==> src/verilog/sar_ctrl_pkg.sv <==
// constants, types and register map of the converter serial control block
package sar_ctrl_pkg;

  // analog input range selection
  typedef enum logic [1:0] {
    RANGE_FULL_DIFF,
    RANGE_UNIPOLAR,
    RANGE_BIPOLAR,
    RANGE_SPARE
  } range_t;

  // one sequencer configuration word, msb first on the serial line
  typedef struct packed {
    logic       spare;
    logic [2:0] channel;
    range_t     in_range;
    logic       twos;
    logic       gain_compression;
  } cfg_t;

  // sticky event bits, shared by status and mask registers
  typedef struct packed {
    logic cfg_loaded;
    logic conv_aborted;
    logic conv_done;
  } irq_t;

  localparam int CODE_W   = 16;
  localparam int CFG_W    = $bits(cfg_t);
  localparam int TX_W     = CODE_W + CFG_W;
  localparam int IRQ_W    = $bits(irq_t);
  localparam int NPIN     = 5;

  // synchronised pin positions
  localparam int PIN_CONV = 0;
  localparam int PIN_RDL  = 1;
  localparam int PIN_SCK  = 2;
  localparam int PIN_SDI  = 3;
  localparam int PIN_RST  = 4;

  // pin levels while idle; the synchronisers start here so reset shows no false bus enable
  localparam logic [NPIN-1:0] PIN_IDLE = 5'h02;

  // conversion timing from the internal oscillator
  localparam int CLK_PERIOD_PS = 25000;
  localparam int CONV_TIME_NS  = 360;
  localparam int CONV_CYCLES   = (CONV_TIME_NS * 1000 + CLK_PERIOD_PS - 1) / CLK_PERIOD_PS;

  // apb register byte offsets
  localparam logic [7:0] OFS_CONFIG     = 8'h00;
  localparam logic [7:0] OFS_STATUS     = 8'h04;
  localparam logic [7:0] OFS_RESULT     = 8'h08;
  localparam logic [7:0] OFS_INT_STATUS = 8'h0C;
  localparam logic [7:0] OFS_INT_MASK   = 8'h10;

  // status register bit positions
  localparam int STAT_BUSY   = 0;
  localparam int STAT_BUS_EN = 1;

  // values after reset
  localparam logic [7:0]  CFG_RESET  = 8'h00;
  localparam logic [15:0] CODE_RESET = 16'h0000;
  localparam logic [2:0]  IRQ_RESET  = 3'h0;
  localparam logic [31:0] WORD_ZERO  = 32'h0000_0000;

endpackage

==> src/verilog/sar_adc_serial_control.sv <==
// converter control, serial data port and apb register slave
`timescale 1ns/1ps
module sar_adc_serial_control (
  input  wire logic                          sys_clk,
  input  wire logic                          reset_n,
  // apb slave
  input  wire logic                          psel,
  input  wire logic                          penable,
  input  wire logic                          pwrite,
  input  wire logic [7:0]                    paddr,
  input  wire logic [31:0]                   pwdata,
  output logic      [31:0]                   prdata,
  output logic                               pready,
  output logic                               pslverr,
  // device pins
  input  wire logic                          convert_start,
  input  wire logic                          read_enable_n,
  input  wire logic                          sck,
  input  wire logic                          sdi,
  input  wire logic                          dev_reset,
  output logic                               busy,
  output logic                               sdo,
  output logic                               sdo_oe_n,
  // analog core side
  input  wire logic [sar_ctrl_pkg::CODE_W-1:0] core_code,
  output logic                               core_wake,
  output logic [2:0]                         mux_channel,
  output sar_ctrl_pkg::range_t               input_range,
  output logic                               gain_compression,
  output logic                               irq
);
  import sar_ctrl_pkg::*;

  typedef enum logic {ST_NAP, ST_CONVERT} conv_state_t;

  conv_state_t       state_r;
  logic [NPIN-1:0]   pin_meta_r;
  logic [NPIN-1:0]   pin_sync_r;
  logic              conv_prev_r;
  logic              sck_prev_r;
  logic [4:0]        conv_cnt_r;
  logic              busy_r;
  logic [CODE_W-1:0] result_r;
  logic [TX_W-1:0]   tx_shift_r;
  logic [CFG_W-1:0]  rx_shift_r;
  logic [2:0]        rx_cnt_r;
  cfg_t              cfg_r;
  irq_t              int_stat_r;
  irq_t              int_mask_r;
  logic              oe_n_r;
  logic [31:0]       prdata_r;
  logic              pslverr_r;

  logic              dev_rst;
  logic              bus_en;
  logic              conv_rise;
  logic              sck_rise;
  logic              conv_go;
  logic              conv_end;
  logic              abort;
  logic              capture;
  logic              cfg_load;
  logic [CFG_W-1:0]  rx_word;
  logic              apb_wr;
  logic              apb_rd;
  irq_t              evt;
  irq_t              w1c;

  // offset binary to output coding; msb flip gives twos complement
  function automatic logic [CODE_W-1:0] out_code(input logic [CODE_W-1:0] raw,
                                                 input cfg_t c);
    logic flip;
    flip = c.twos && (c.in_range != RANGE_UNIPOLAR);
    out_code = {raw[CODE_W-1] ^ flip, raw[CODE_W-2:0]};
  endfunction

  // true when the address names a mapped register
  function automatic logic is_mapped(input logic [7:0] a);
    is_mapped = (a == OFS_CONFIG) || (a == OFS_STATUS) || (a == OFS_RESULT) ||
                (a == OFS_INT_STATUS) || (a == OFS_INT_MASK);
  endfunction

  // two flip-flops on every pin; nothing reads pin_meta_r but pin_sync_r
  always_ff @(posedge sys_clk) begin
    if (!reset_n) begin
      pin_meta_r <= PIN_IDLE;
      pin_sync_r <= PIN_IDLE;
    end else begin
      pin_meta_r <= {dev_reset, sdi, sck, read_enable_n, convert_start};
      pin_sync_r <= pin_meta_r;
    end
  end

  // edge detectors work on the synchronised copies only
  always_ff @(posedge sys_clk) begin
    if (!reset_n) begin
      conv_prev_r <= 1'b0;
      sck_prev_r  <= 1'b0;
    end else begin
      conv_prev_r <= pin_sync_r[PIN_CONV];
      sck_prev_r  <= pin_sync_r[PIN_SCK];
    end
  end

  assign dev_rst   = pin_sync_r[PIN_RST];
  assign bus_en    = !pin_sync_r[PIN_RDL] && !dev_rst;
  assign conv_rise = pin_sync_r[PIN_CONV] && !conv_prev_r;
  // shift clock is gated by read enable, so edges while disabled are dropped
  assign sck_rise  = pin_sync_r[PIN_SCK] && !sck_prev_r && bus_en;
  // a convert edge during a conversion is ignored, not queued
  assign conv_go   = conv_rise && (state_r == ST_NAP) && !dev_rst;
  assign conv_end  = (state_r == ST_CONVERT) && !dev_rst &&
                     (conv_cnt_r == 5'(CONV_CYCLES - 1));
  assign abort     = dev_rst && (state_r == ST_CONVERT);
  assign capture   = sck_rise;
  assign rx_word   = {rx_shift_r[CFG_W-2:0], pin_sync_r[PIN_SDI]};
  assign cfg_load  = capture && (rx_cnt_r == 3'(CFG_W - 1));

  // conversion sequencer: nap until a convert edge, then count the oscillator time
  always_ff @(posedge sys_clk) begin
    if (!reset_n) begin
      state_r    <= ST_NAP;
      conv_cnt_r <= '0;
    end else if (dev_rst) begin
      state_r    <= ST_NAP;
      conv_cnt_r <= '0;
    end else begin
      unique case (state_r)
        ST_NAP: begin
          conv_cnt_r <= '0;
          if (conv_go) begin
            state_r <= ST_CONVERT;
          end
        end
        ST_CONVERT: begin
          conv_cnt_r <= conv_cnt_r + 5'd1;
          if (conv_end) begin
            state_r <= ST_NAP;
          end
        end
      endcase
    end
  end

  // busy rises with the start edge and falls when the result is ready
  always_ff @(posedge sys_clk) begin
    if (!reset_n) begin
      busy_r <= 1'b0;
    end else if (dev_rst || conv_end) begin
      busy_r <= 1'b0;
    end else if (conv_go) begin
      busy_r <= 1'b1;
    end
  end

  // result latch, coded with the configuration active in the cycle the conversion ends
  always_ff @(posedge sys_clk) begin
    if (!reset_n) begin
      result_r <= CODE_RESET;
    end else if (conv_end) begin
      result_r <= out_code(core_code, cfg_r);
    end
  end

  // output shifter: result msb first, then the active configuration word
  always_ff @(posedge sys_clk) begin
    if (!reset_n || dev_rst) begin
      tx_shift_r <= '0;
    end else if (conv_end) begin
      tx_shift_r <= {out_code(core_code, cfg_r), cfg_r};
    end else if (sck_rise) begin
      tx_shift_r <= {tx_shift_r[TX_W-2:0], 1'b0};
    end
  end

  // input shifter; the bit count restarts whenever the bus is released
  always_ff @(posedge sys_clk) begin
    if (!reset_n || !bus_en) begin
      rx_shift_r <= '0;
      rx_cnt_r   <= '0;
    end else if (capture) begin
      rx_shift_r <= rx_word;
      rx_cnt_r   <= rx_cnt_r + 3'd1;
    end
  end

  assign apb_wr = psel && penable && pwrite;
  assign apb_rd = psel && penable && !pwrite;

  // active configuration; a serial word wins over a same-cycle apb write
  always_ff @(posedge sys_clk) begin
    if (!reset_n || dev_rst) begin
      cfg_r <= cfg_t'(CFG_RESET);
    end else if (cfg_load) begin
      cfg_r <= cfg_t'(rx_word);
    end else if (apb_wr && paddr == OFS_CONFIG) begin
      cfg_r <= cfg_t'(pwdata[CFG_W-1:0]);
    end
  end

  // bus driver enable registered so it cannot glitch on pin noise
  always_ff @(posedge sys_clk) begin
    if (!reset_n) begin
      oe_n_r <= 1'b1;
    end else begin
      oe_n_r <= !bus_en;
    end
  end

  // sticky events; a set in the clearing cycle survives the clear
  assign evt.conv_done    = conv_end;
  assign evt.conv_aborted = abort;
  assign evt.cfg_loaded   = cfg_load;
  assign w1c = (apb_wr && paddr == OFS_INT_STATUS) ? irq_t'(pwdata[IRQ_W-1:0])
                                                   : irq_t'(IRQ_RESET);

  always_ff @(posedge sys_clk) begin
    if (!reset_n) begin
      int_stat_r <= irq_t'(IRQ_RESET);
    end else begin
      int_stat_r <= (int_stat_r & ~w1c) | evt;
    end
  end

  always_ff @(posedge sys_clk) begin
    if (!reset_n) begin
      int_mask_r <= irq_t'(IRQ_RESET);
    end else if (apb_wr && paddr == OFS_INT_MASK) begin
      int_mask_r <= irq_t'(pwdata[IRQ_W-1:0]);
    end
  end

  // read data and error flag registered in the setup cycle, ready in the access cycle
  always_ff @(posedge sys_clk) begin
    if (!reset_n) begin
      prdata_r  <= WORD_ZERO;
      pslverr_r <= 1'b0;
    end else if (psel && !penable) begin
      pslverr_r <= !is_mapped(paddr);
      prdata_r  <= WORD_ZERO;
      if (!pwrite) begin
        unique case (paddr)
          OFS_CONFIG:     prdata_r <= {24'h00_0000, cfg_r};
          OFS_STATUS:     prdata_r <= {30'h0000_0000, bus_en, busy_r};
          OFS_RESULT:     prdata_r <= {16'h0000, result_r};
          OFS_INT_STATUS: prdata_r <= {29'h0000_0000, int_stat_r};
          OFS_INT_MASK:   prdata_r <= {29'h0000_0000, int_mask_r};
          default:        prdata_r <= WORD_ZERO;
        endcase
      end
    end
  end

  assign prdata           = apb_rd ? prdata_r : WORD_ZERO;
  assign pready           = 1'b1;
  assign pslverr          = psel && penable && pslverr_r;
  assign busy             = busy_r;
  assign sdo              = tx_shift_r[TX_W-1];
  assign sdo_oe_n         = oe_n_r;
  assign core_wake        = busy_r;
  assign mux_channel      = cfg_r.channel;
  assign input_range      = cfg_r.in_range;
  assign gain_compression = cfg_r.gain_compression;
  assign irq              = |(int_stat_r & int_mask_r);

  // ---------------- assertions ----------------
  localparam int CONV_WAIT = CONV_CYCLES;

  // cycles busy has stood high; a counter keeps the length checks free of long repeats
  logic [4:0] busy_len_r;

  always_ff @(posedge sys_clk) begin
    if (!reset_n || !busy_r) begin
      busy_len_r <= '0;
    end else begin
      busy_len_r <= busy_len_r + 5'd1;
    end
  end
endmodule // sar_adc_serial_control

==> config.mk <==
export PLATFORM = sky130hd
export DESIGN_NAME = sar_adc_serial_control
export DESIGN_NICKNAME = d
export VERILOG_FILES = /design/src/verilog/sar_ctrl_pkg.sv /design/src/verilog/sar_adc_serial_control.sv
export SDC_FILE = /design/constraint.sdc
export NUM_CORES = 1
export LEC_CHECK = 0
export BUFFER_PORTS_ARGS = -buffer_cell sky130_fd_sc_hd__buf_2
export CORE_MARGIN = 4
export CORE_UTILIZATION = 52
export DETAILED_ROUTE_END_ITERATION = 10
export PLACE_DENSITY = 0.77
export SYNTH_ARGS = -nofsm -noshare
export SYNTH_HDL_FRONTEND = slang
export SYNTH_SLANG_ARGS = --single-unit
==> constraint.sdc <==
create_clock -name sys_clk -period 2.41 [get_ports sys_clk]
set_input_delay 0.3615 -clock sys_clk [delete_from_list [all_inputs] [get_ports sys_clk]]
set_output_delay 0.3615 -clock sys_clk [all_outputs]
set_load 0.05 [all_outputs]
==> metrics.txt <==
outcome completed; H-tree depth 3; first-pass GRT wire length around 15000 um; mux contribution to synthesized area approximately 8.8%; post-synthesis adder-cell area fraction about 1.2%; Post-synth top cells dfxtp_1, nand2_1, a21oi_1, and2_1, nor2_1; Top delay family on crit path simple AND/OR/NAND/NOR gates; Required @ worst endpoint roughly 2.7 ns; root buffer cell clkbuf_8; post-CTS resize count 0; antenna violations before repair 0; post-detail-place hpwl just under 7000 um; number of diodes 0; top cells by area, synth dfxtp_1, nand2_1, a21oi_1; Routability Congestion 0.840; Rows 32; largest family of logic cells by synthesized area simple AND/OR/NAND/NOR gates; area of the multi-input gates between 1500 and 2000 um2; die area approximately 9700 um2; Primary FF master, synth dfxtp_1; CTS tree yes; CTS Hold Bufs 0; post-route ant nets 0; crit-path max FO 25; Tmin final ~2.1 ns; Skew-Pair Late Insertion Delay roughly 0.37 ns; chip width between 90 and 100 um; count of final setup violators 0; Syn-to-layout area delta 12.6%; worst r2r src pin_sync_r[4]; WL/cell around 15 um; Final Cycle Share 87.3%; crit path from pin_sync_r[4]; final count of hold timing violations 0; crit-path cells or4b_2 -> mux2_2 -> nand2_1 -> a21oi_1; post-synth top area share a little under half; Core Area 7850 um2; ys async rst share 0%; Reg clk slew, reported paths ~0.10 ns; Placed Instances ~630; Arrival @ worst endpoint around 2.4 ns; total number of vias 3441; Setup crit end kind flop; leakage 1.93 nW; Mean Syn Cell Area about 9 um2; port bufs around 70; Synth Register Bits around 100; fill count 700; final core area utilization approximately 61%; CTS Sinks approximately 100; Setup TNS 0 ns; simple-gate portion of the synthesized area around a fifth; TritonCTS Buffers 9; Register Area slightly above 2000 um2; FMAX roughly 480 MHz; largest net degree at the start of global routing 49; synthesized instance count 479; CP startpoint kind flop; hold wc startpoint read_enable_n; post-synthesis compound-gate area fraction between 10% and 20%; vias in the first global route roughly 3.3k; Top Ports about 110; RSZ-0062 raised after global routing no; Iter 0 DRT Violations 229; 1st-pass router iterations 4; die height slightly below 100 um; CP max stage delay roughly 1.0 ns; fraction of the yosys area taken by sequential cells a little under half; Unique masters post-synth 42; peak supply drop roughly 420 uV; Post-CTS Setup Bufs 0; crit path buf inv count 0; Power Density approximately 610 nW/um2; clk buf depth 2; Synth Area in XOR/XNOR less than 1%; Final nets slightly above 600; DR top layer met4; mapped cell area approximately 4200 um2; GRT Total Usage between 10% and 20%; Vias/cell between 5 and 6; fin. max-slew vios 0; metal1 wirelength 3970 um; final cell count without fillers between 600 and 700; Rel. slew slack 41.7%; Post-synth EDFFs 0; met3 WL about 600 um; DR DRC count 0; Synth area leader dfxtp_1; Slew @ Worst Pin 0.871 ns; total grt overflow 0; layout cells sized above 1 between 20% and 30%; Yosys warning total 0; slowest CP cell or4b_2; WL met2 roughly 4600 um; Post-Route WL 9350 um; Initial Util a little over half; skew final about 0.0073 ns; Hold Crit Class in -> reg; kind of critical path reg -> reg; Max-Cap Viols 0; most common cell in the netlist dfxtp_1
==> routing by layer <==
metal	global-route usage [%]	vias up
met5	0	-
met4	6.93	0
met3	4.43	16
met2	32.1	104
met1	24.5	1612
li1	-	1709
==> stage by stage <==
stage / area [um2] / setup slack (ns) / power (mW) / hold slack [ns]
after floorplan: 4300 / 0.486 / 1.88 / 0.386
after global placement: 4580 / 0.373 / 1.92 / 0.396
final: 4780 / 0.306 / 2.91 / 0.169
after global routing: 4780 / 0.247 / 3.02 / 0.169
after CTS: 4780 / 0.331 / 2.93 / 0.164
after detailed placement: 4580 / 0.341 / 1.92 / 0.409
==> registers in the layout, indices dropped and copies added, names as in the netlist <==
| register | count |
|---|---|
| pslverr_r | 1 |
| gain_compression | 1 |
| cfg_r | 2 |
| busy | 1 |
| int_stat_r | 3 |
| rx_shift_r | 7 |
| input_range | 2 |
| sck_prev_r | 1 |
| sdo_oe_n | 1 |
| tx_shift_r | 24 |
| pin_meta_r | 5 |
| mux_channel | 3 |
| int_mask_r | 3 |
| result_r | 16 |
| state_r | 1 |
| pin_sync_r | 5 |
| prdata_r | 16 |
| conv_prev_r | 1 |
| conv_cnt_r | 5 |
| rx_cnt_r | 3 |
==> area by class of cell <==
cell class	instances	share of cell area [%]
multi-input cells	339	41.4
clock inverters	7	1.41
inverters	4	0.314
flip-flops and latches	101	42.3
clock buffers	9	2.59
well taps	102	2.67
repair buffers	82	9.27
==> cell usage in the layout, fill, tap and decap left out, drive strengths merged, types with 2 or more instances in the layout <==
cell type,netlist,layout
nand2,97,97
or4,2,2
clkbuf,17,9
a22o,11,11
nand2b,5,5
mux2i,18,18
xnor2,2,2
nor3,4,4
and2,26,26
buf,33,82
o21ai,18,18
nor2,24,24
a311oi,9,9
a21oi,53,53
conb,2,17
nor4,4,4
dfxtp,101,101
nand3,5,5
inv,4,8
ha,4,4
mux2,17,17
and3,4,4
clkinv,0,2
a31oi,2,2
xor2,2,2
a2bb2oi,2,2
nor2b,2,2
==> path summary, 6_finish.rpt <==
path / endpoint / slack, ns / depth (start not counted)
worst min-delay path: pin_meta_r[1] / 0.17 / 2
worst min register to register: pin_sync_r[1] / 0.43 / 1
worst max register to register: tx_shift_r[15] / 0.31 / 4
worst max-delay path: tx_shift_r[15] / 0.31 / 4
==> where the power goes <==
group	internal (mW)	total [mW]	switching (mW)
Clock	0.401	1.03	0.627
Sequential	1.68	1.69	0.0101
Combinational	0.0532	0.194	0.141
Total	2.13	2.91	0.778
==> worst register-to-register path, delay by kind of cell (launching register included) <==
kind	cells	cell delay [ns]
and+or+nand+nor	2	1.11
DFF	1	0.43
muxes	1	0.39
AOI/OAI and AO/OA	1	0.07
==> logic make-up after synthesis <==
family	after synthesis
mux	35
buf+inv	54
fa+ha+maj	4
flops	101
simple gates	179
xor+xnor	4
other cells	2
compound gates	100
Power figures use the tool's default switching activity.
